File: config.mk
export PLATFORM = sky130hd
export DESIGN_NAME = tcap_attach_ctrl
export DESIGN_NICKNAME = d
export VERILOG_FILES = /design/src/verilog/tcap_attach_ctrl.v /design/src/verilog/tcap_sync.v
export VERILOG_INCLUDE_DIRS = /design/src /design/src/verilog
export SDC_FILE = /design/constraint.sdc
export NUM_CORES = 1
export LEC_CHECK = 0
export ABC_AREA = 1
export BUFFER_PORTS_ARGS = -buffer_cell sky130_fd_sc_hd__clkbuf_2
export CAP_MARGIN = 15
export CORE_UTILIZATION = 57
export CTS_CLUSTER_SIZE = 40
export DETAILED_ROUTE_END_ITERATION = 16
export PLACE_DENSITY_LB_ADDON = 0.25
export SLEW_MARGIN = 40
export SYNTH_ARGS = -nofsm -noshare
export SYNTH_HDL_FRONTEND = slang
export SYNTH_SLANG_ARGS = --single-unit
File: constraint.sdc
create_clock -name core_clk -period 2.8 [get_ports core_clk]
set_clock_uncertainty 0.05 [all_clocks]
set_input_delay 0.84 -clock core_clk [delete_from_list [all_inputs] [get_ports core_clk]]
set_output_delay 0.84 -clock core_clk [all_outputs]
set_load 0.01 [all_outputs]
File: src/verilog/tcap_map.vh
`ifndef TCAP_MAP_VH
`define TCAP_MAP_VH

// Receptacle configurations
`define TCAP_CFG_EXT_MUX 2'b00
`define TCAP_CFG_MODE1 2'b01
`define TCAP_CFG_MODE2 2'b10

// Port count and synchroniser depth
`define TCAP_NUM_PORTS 3
`define TCAP_SYNC_STAGES 2

// Reset values
`define TCAP_PHY_OFF 1'b0

`endif

File: src/verilog/tcap_attach_ctrl.v
`timescale 1ns/1ps
`default_nettype none
`include "tcap_map.vh"

module tcap_attach_ctrl
#(
   parameter NUM_PORTS = `TCAP_NUM_PORTS
)
(
   // Clock and reset
   input wire core_clk,
   input wire rst,
   // Static straps
   input wire ext_mux_select,
   input wire mux_mode_select,
   input wire attach_polarity_select,
   // Type-C controller indications
   input wire [NUM_PORTS-1:0] attach_in,
   input wire [NUM_PORTS-1:0] plug_orientation_in,
   input wire [NUM_PORTS-1:0] lane_a_attach_in,
   input wire [NUM_PORTS-1:0] lane_b_attach_in,
   // PHY controls
   output reg [NUM_PORTS-1:0] phy_clk_en,
   output reg [NUM_PORTS-1:0] phy_a_en,
   output reg [NUM_PORTS-1:0] phy_b_en,
   output reg [1:0] cfg_mode
);

// ****************************************
// Strap synchronisers
// ****************************************
// Straps share the input latency,
// so mode and inputs stay aligned
wire [NUM_PORTS-1:0] s_attach;
wire [NUM_PORTS-1:0] s_orient;
wire [NUM_PORTS-1:0] s_lane_a;
wire [NUM_PORTS-1:0] s_lane_b;
wire s_ext;
wire s_mode;
wire s_pol;

tcap_sync u_sync_ext
(
   .core_clk(core_clk),
   .rst(rst),
   .din(ext_mux_select),
   .dout(s_ext)
);

tcap_sync u_sync_mode
(
   .core_clk(core_clk),
   .rst(rst),
   .din(mux_mode_select),
   .dout(s_mode)
);

tcap_sync u_sync_pol
(
   .core_clk(core_clk),
   .rst(rst),
   .din(attach_polarity_select),
   .dout(s_pol)
);

// ****************************************
// Attach input synchronisers
// ****************************************
genvar gi;
generate
   for (gi = 0; gi < NUM_PORTS; gi = gi + 1)
   begin : g_sync
      tcap_sync u_att
      (
         .core_clk(core_clk),
         .rst(rst),
         .din(attach_in[gi]),
         .dout(s_attach[gi])
      );
      tcap_sync u_ori
      (
         .core_clk(core_clk),
         .rst(rst),
         .din(plug_orientation_in[gi]),
         .dout(s_orient[gi])
      );
      tcap_sync u_la
      (
         .core_clk(core_clk),
         .rst(rst),
         .din(lane_a_attach_in[gi]),
         .dout(s_lane_a[gi])
      );
      tcap_sync u_lb
      (
         .core_clk(core_clk),
         .rst(rst),
         .din(lane_b_attach_in[gi]),
         .dout(s_lane_b[gi])
      );
   end
endgenerate

// ****************************************
// Polarity and mode decode
// ****************************************
// Low polarity strap means inputs are active low
wire [NUM_PORTS-1:0] pol_mask = {NUM_PORTS{~s_pol}};
wire [NUM_PORTS-1:0] att = s_attach ^ pol_mask;
wire [NUM_PORTS-1:0] ori = s_orient ^ pol_mask;
wire [NUM_PORTS-1:0] la = s_lane_a ^ pol_mask;
wire [NUM_PORTS-1:0] lb = s_lane_b ^ pol_mask;

reg [1:0] next_cfg_mode;
reg [NUM_PORTS-1:0] next_clk_en;
reg [NUM_PORTS-1:0] next_a_en;
reg [NUM_PORTS-1:0] next_b_en;

always @*
begin
   // External mux strap overrides mode select
   if (s_ext)
      next_cfg_mode = `TCAP_CFG_EXT_MUX;
   else if (s_mode)
      next_cfg_mode = `TCAP_CFG_MODE2;
   else
      next_cfg_mode = `TCAP_CFG_MODE1;
end

// ****************************************
// External mux candidates
// ****************************************
// Attach gates clock, lane steering outside
wire [NUM_PORTS-1:0] ext_clk_en = att;
wire [NUM_PORTS-1:0] ext_a_en = att;
wire [NUM_PORTS-1:0] ext_b_en = {NUM_PORTS{`TCAP_PHY_OFF}};

// ****************************************
// Mode 1 candidates
// ****************************************
// Active orientation input means B side
wire [NUM_PORTS-1:0] m1_clk_en = att;
wire [NUM_PORTS-1:0] m1_a_en = att & ~ori;
wire [NUM_PORTS-1:0] m1_b_en = att & ori;

// ****************************************
// Mode 2 candidates
// ****************************************
// Both sides active is ambiguous, keep both off
wire [NUM_PORTS-1:0] m2_a_en = la & ~lb;
wire [NUM_PORTS-1:0] m2_b_en = lb & ~la;
wire [NUM_PORTS-1:0] m2_clk_en = m2_a_en | m2_b_en;

// ****************************************
// PHY enable selection
// ****************************************
always @*
begin
   case (next_cfg_mode)
      `TCAP_CFG_EXT_MUX:
      begin
         next_clk_en = ext_clk_en;
         next_a_en = ext_a_en;
         next_b_en = ext_b_en;
      end
      `TCAP_CFG_MODE1:
      begin
         next_clk_en = m1_clk_en;
         next_a_en = m1_a_en;
         next_b_en = m1_b_en;
      end
      `TCAP_CFG_MODE2:
      begin
         next_a_en = m2_a_en;
         next_b_en = m2_b_en;
         next_clk_en = m2_clk_en;
      end
      default:
      begin
         // Unused code, all PHYs off
         next_clk_en = {NUM_PORTS{`TCAP_PHY_OFF}};
         next_a_en = {NUM_PORTS{`TCAP_PHY_OFF}};
         next_b_en = {NUM_PORTS{`TCAP_PHY_OFF}};
      end
   endcase
end

// ****************************************
// Output registers
// ****************************************
// PHY controls come straight from flops
always @(posedge core_clk)
begin
   if (rst)
   begin
      // All PHYs off, mode 1 as with strap floating
      phy_clk_en <= {NUM_PORTS{`TCAP_PHY_OFF}};
      phy_a_en <= {NUM_PORTS{`TCAP_PHY_OFF}};
      phy_b_en <= {NUM_PORTS{`TCAP_PHY_OFF}};
      cfg_mode <= `TCAP_CFG_MODE1;
   end
   else
   begin
      // Detach drops enables on the third edge, after the two synchroniser stages
      phy_clk_en <= next_clk_en;
      phy_a_en <= next_a_en;
      phy_b_en <= next_b_en;
      cfg_mode <= next_cfg_mode;
   end
end

endmodule // tcap_attach_ctrl

`default_nettype wire

File: src/verilog/tcap_sync.v
`timescale 1ns/1ps
`default_nettype none

// Two-stage synchroniser for one level input
module tcap_sync
(
   // Clock and reset
   input wire core_clk,
   input wire rst,
   // Level in and out
   input wire din,
   output reg dout
);

reg meta;

always @(posedge core_clk)
begin
   if (rst)
   begin
      meta <= 1'b0;
      dout <= 1'b0;
   end
   else
   begin
      meta <= din;
      dout <= meta;
   end
end

endmodule // tcap_sync

`default_nettype wire
# Yosys cells after proc, flatten, opt, wreduce, memory -nomap -nowiden

Index checks and enable logic that the tools add are counted.

Register bits: 41
Input bits: 17
Output and inout port bits: 11
Logic and storage cells: 56

Equality and inequality tests: 2
Muxes and demuxes: 5
Bitwise logic cells: 13
Reduce and logical (&&, ||, !) cells: 2

Operators by type and width:

| cell                                                             | count |
|---|---|
| 3-bit bitwise AND                                                | 4 |
| 3-bit one-hot mux with 2 select lines                            | 2 |
| 3-bit XOR                                                        | 4 |
| 3-bit inverter                                                   | 3 |
| 3-bit one-hot mux with 3 select lines                            | 1 |
| 2-bit two-way mux                                                | 2 |
| 3-bit bitwise OR                                                 | 1 |
| 2-bit by 1-bit == test with 1-bit output (second input constant) | 1 |
| 2-bit == test (second input constant)                            | 1 |
| 2-bit logical NOT                                                | 1 |
| 2-bit OR reduction                                               | 1 |
| 1-bit inverter                                                   | 1 |

# Logic depth before layout (Yosys ltp)

Depth after elaboration: 6
Mapped depth: 6
Gate-level depth less buffers: 6

# Cells and area by module

Synthesis repeated with hierarchy kept, for this count alone.

Cells, all modules: 175
Area total of the unflattened synthesis: 1472.7 sq um

By module, submodules not included:

| module           | times used | cells each | area each (sq um) | seq. area each (sq um) |
|---|---|---|---|---|
| tcap_sync        | 15         | 6          | 55.1              | 40.0 |
| tcap_attach_ctrl | 1          | 85         | 646.9             | 220.2 |

# Worst setup path after synthesis

No wires, ideal clock.

Path type: input port to flip-flop
From: in rst
To: reg phy_a_en[1]
Setup time: 0.118 ns
Arrival time: 1.290 ns
Required time: 2.632 ns
Path slack: 1.342 ns
Stages on the path: 6
Path buffers: 1
Cell sequence: buf_2 inv_1 nand2_1 inv_1 nand2_1 o21ai_1

RTL lines:

| item                 | RTL line               | source |
|---|---|---|
| from (decl)          | tcap_attach_ctrl.v:12  | `input wire rst,` |
| to (signal assigned) | tcap_attach_ctrl.v:198 | `` phy_a_en <= {NUM_PORTS{`TCAP_PHY_OFF}}; `` |
| to (signal assigned) | tcap_attach_ctrl.v:206 | `phy_a_en <= next_a_en;` |
| to (decl)            | tcap_attach_ctrl.v:24  | `output reg [NUM_PORTS-1:0] phy_a_en,` |

# Worst setup path after layout

From: reg u_sync_pol.dout
To: reg phy_clk_en[2]

Cells in the longest elaborated chain, start to end: 6
Elaborated cells between the ends (all ways): 10
Those cells by class: 1 x mux; 9 x bitwise

RTL lines:

| item                                    | RTL line                                       | source |
|---|---|---|
| from (decl)                             | tcap_sync.v:12                                 | `output reg dout` |
| from (signal assigned)                  | tcap_sync.v:27                                 | `dout <= meta;` |
| 1-bit inverter *                        | tcap_attach_ctrl.v:108                         | `wire [NUM_PORTS-1:0] pol_mask = {NUM_PORTS{~s_pol}};` |
| 3-bit XOR (on tied branches)            | tcap_attach_ctrl.v:112, tcap_attach_ctrl.v:111 |  |
| 3-bit inverter (on tied branches)       | tcap_attach_ctrl.v:150, tcap_attach_ctrl.v:151 |  |
| 3-bit bitwise AND (on tied branches)    | tcap_attach_ctrl.v:150, tcap_attach_ctrl.v:151 |  |
| 3-bit bitwise OR                        | tcap_attach_ctrl.v:152                         | `wire [NUM_PORTS-1:0] m2_clk_en = m2_a_en \| m2_b_en;` |
| 3-bit one-hot mux with 2 select lines * | tcap_attach_ctrl.v:159                         | `case (next_cfg_mode)` |
| to (signal assigned)                    | tcap_attach_ctrl.v:197                         | `` phy_clk_en <= {NUM_PORTS{`TCAP_PHY_OFF}}; `` |
| to (signal assigned)                    | tcap_attach_ctrl.v:205                         | `phy_clk_en <= next_clk_en;` |
| to (decl)                               | tcap_attach_ctrl.v:23                          | `output reg [NUM_PORTS-1:0] phy_clk_en,` |

Every way passes the cells marked *; elsewhere a longest branch is shown, timed or not.
A chain may end at the register's enable or synchronous reset.

==> flow_metrics.py <==
metrics = {
    "outcome": {
        "outcome": "finished, final reports clean",
    },
    "sta": {
        "slew_violations": 0,
        "finalHoldViolCount": 0,
        "max_freq_ghz": 0.5844,
        "hold_slack_ns": 0.3606,
        "fin_crit_sh_pct": 61.11,
        "fin_ws_ns": 1.089,
        "rsz0062_at_grt": "no",
        "worst_slew_pin_slew_ns": 0.6454,
        "setup-tns-final_ns": 0,
        "fin_crit_ns": 1.711,
        "slew_headroom_pct": 56.92,
        "setup_viol": 0,
    },
    "routing": {
        "wl_per_cell_um": 8.938,
        "first_pass_iters": 4,
        "drc_errors": 0,
        "avgViaCountPerCell": 4.349,
        "wirelength_um": 2154,
        "num_vias": 1048,
        "ant_nets": 0,
        "dr.first_iter.drc_count": 15,
    },
    "grt": {
        "first_global_vias": 938,
        "grt_pass1_wl_um": 3532,
        "track_usage_pct": 18.84,
        "antenna_found_initial": 0,
        "grt_max_degree": 28,
        "overflow": 0,
    },
    "setup_path": {
        "rr_worst_depth": 4,
        "end_kind": "register",
        "critPathSlowestCell": "dfxtp_1",
        "required_ns": 3.01,
        "crit_path_max_fanout": 13,
        "worst-r2r-setup-slack_ns": 1.09,
        "cp.arrival_ns": 1.92,
        "startpoint_type": "register",
        "critPathKind": "reg -> reg",
        "cpPeakStageDelay_ns": 0.76,
        "path_cells": "xor2_1 > inv_1 > ha_1 > o21ai_0",
    },
    "clocking": {
        "cts-root-buf": "clkbuf_4",
        "postCtsSetupRepairBufs": 0,
        "clk_pin_slew_ns": 0.12,
        "cts_resized": 0,
        "cts_htree_levels": 2,
        "clock-sinks": 41,
        "cts_buffers": 5,
        "clock_latency_ns": 0.35,
        "cts_tree": "built",
        "hold_buffers": 0,
        "cts_buffer_depth": 2,
    },
    "logic_synthesis": {
        "yosys.area.top_type": "dfxtp_1",
        "syn-mean-instance-area_um2": 8.202,
        "yosys_register_bits": 41,
        "synth_top_area_share_pct": 55.59,
        "synth_cells": 180,
        "seq_area_frac_synth_pct": 55.59,
        "synth.area.top_cells": "dfxtp_1 (56%), inv_1 (12%), nor2_1 (8.4%)",
        "ys_warn_count": 0,
        "synth_cell_type_count": 15,
        "synth_fp_nets": 203,
        "netlist_area_mm2": 0.001476,
    },
    "finish": {
        "area_growth_pct": 14.15,
        "final_cell_mix": "inv_1 (47), dfxtp_1 (41), nor2_1 (33)",
        "nets": 233,
        "layout-drive-gt1-share_pct": 19.43,
        "fillCellCount": 212,
        "final_util_pct": 68.65,
        "num_antenna_cells": 0,
        "final_common_cell": "inv_1",
    },
    "pwr": {
        "power.density_mw_per_mm2": 602.1,
        "power_uw": 1015,
        "vdd_drop_max_mv": 0.5466,
        "leakagePower_uw": 0.0009107,
    },
    "placed_design": {
        "gp_congestion": 0.9480,
        "hpwl_um": 1655,
        "pre_cts_ws_ns": 1.084,
        "io_buffer_count": 27,
    },
    "floorplanning": {
        "dieHeight_um": 52.90,
        "pin_count": 28,
        "dieArea_mm2": 0.002798,
        "rows": 18,
        "core_area_mm2": 0.002455,
        "fp.dieW_um": 52.90,
        "initial_core_util_pct": 60.14,
    },
    "flow_run": {
        "maxCapViolCount": 0,
    },
    "min_path": {
        "whs_path_depth": 2,
        "hp-class": "reg -> reg",
    },
}
-- registers in the layout, summed over array words and instances (netlist names) --
signal / flops
cfg_mode: 2
g_sync.u_att.dout: 3
g_sync.u_att.meta: 3
g_sync.u_la.dout: 3
g_sync.u_la.meta: 3
g_sync.u_lb.dout: 3
g_sync.u_lb.meta: 3
g_sync.u_ori.dout: 3
g_sync.u_ori.meta: 3
phy_a_en: 3
phy_b_en: 3
phy_clk_en: 3
u_sync_ext.dout: 1
u_sync_ext.meta: 1
u_sync_mode.dout: 1
u_sync_mode.meta: 1
u_sync_pol.dout: 1
u_sync_pol.meta: 1
-- power breakdown --
group	switching (uW)	total (uW)	internal, uW
clock	191	288	97.0
sequential	12.8	628	615
combinational	56.4	98.7	42.3
total	260	1010	755
-- Yosys cell counts (all sizes together) --
library cell	number
buf	5
a21oi	4
ha	6
nor2	34
o21ai	5
xnor2	4
dfxtp	41
nand3	4
nand2	26
xor2	4
inv	47
-- final timing paths --
| kind | endpoint | start |
|---|---|---|
| worst max-delay path | phy_clk_en[2]$_SDFF_PP0_ | u_sync_pol.dout$_SDFF_PP0_ |
| worst max register to register | phy_clk_en[2]$_SDFF_PP0_ | u_sync_pol.dout$_SDFF_PP0_ |
| worst min register to register | g_sync[1].u_lb.dout$_SDFF_PP0_ | g_sync[1].u_lb.meta$_SDFF_PP0_ |
| worst min-delay path | g_sync[1].u_lb.dout$_SDFF_PP0_ | g_sync[1].u_lb.meta$_SDFF_PP0_ |
-- logic make-up (layout without fill, tap and decap cells) --
group	count (synthesis)	after routing	synth area share, %
buffers and inverters	52	83	14.07
AOI/OAI and AO/OA	9	9	3.051
and+or+nand+nor	64	64	17.46
xor gates and xnor gates	8	8	4.745
adders and majority gates	6	6	5.085
DFF	41	41	55.59
-- through the flow --
stage          area (um^2)  cells
2_1_floorplan         1476    180
3_3_place_gp          1625    233
3_5_place_dp          1625    233
4_1_cts               1685    241
5_1_grt               1685    241
6_report              1685    241
-- per-layer routing --
metal,GRT usage (%),routed length (um),vias up
met5,0,0,-
met4,10.09,47,0
met3,9.770,106,5
met2,32.70,1111,31
met1,17.71,887,445
li1,-,-,567
-- cell type report --
cell class              count  area [um^2]  share of cell area [%]
clock buffers               5        37.54                   2.227
clock inverters             3        22.52                   1.336
inverters                  47        176.4                   10.47
multi-input cells          87        447.9                   26.58
flip-flops and latches     41        820.8                   48.70
well taps                  30        37.54                   2.227
repair buffers             28        142.6                   8.463
-- critical path: cells and delay by family (launching register included) --
family | cells | cell delay [ns]
AOI/OAI and AO/OA | 1 | 0.21
xor gates and xnor gates | 1 | 0.25
adders and majority gates | 1 | 0.27
buffers and inverters | 1 | 0.07
DFF | 1 | 0.76
No activity file was read; power rests on OpenSTA's default activity.
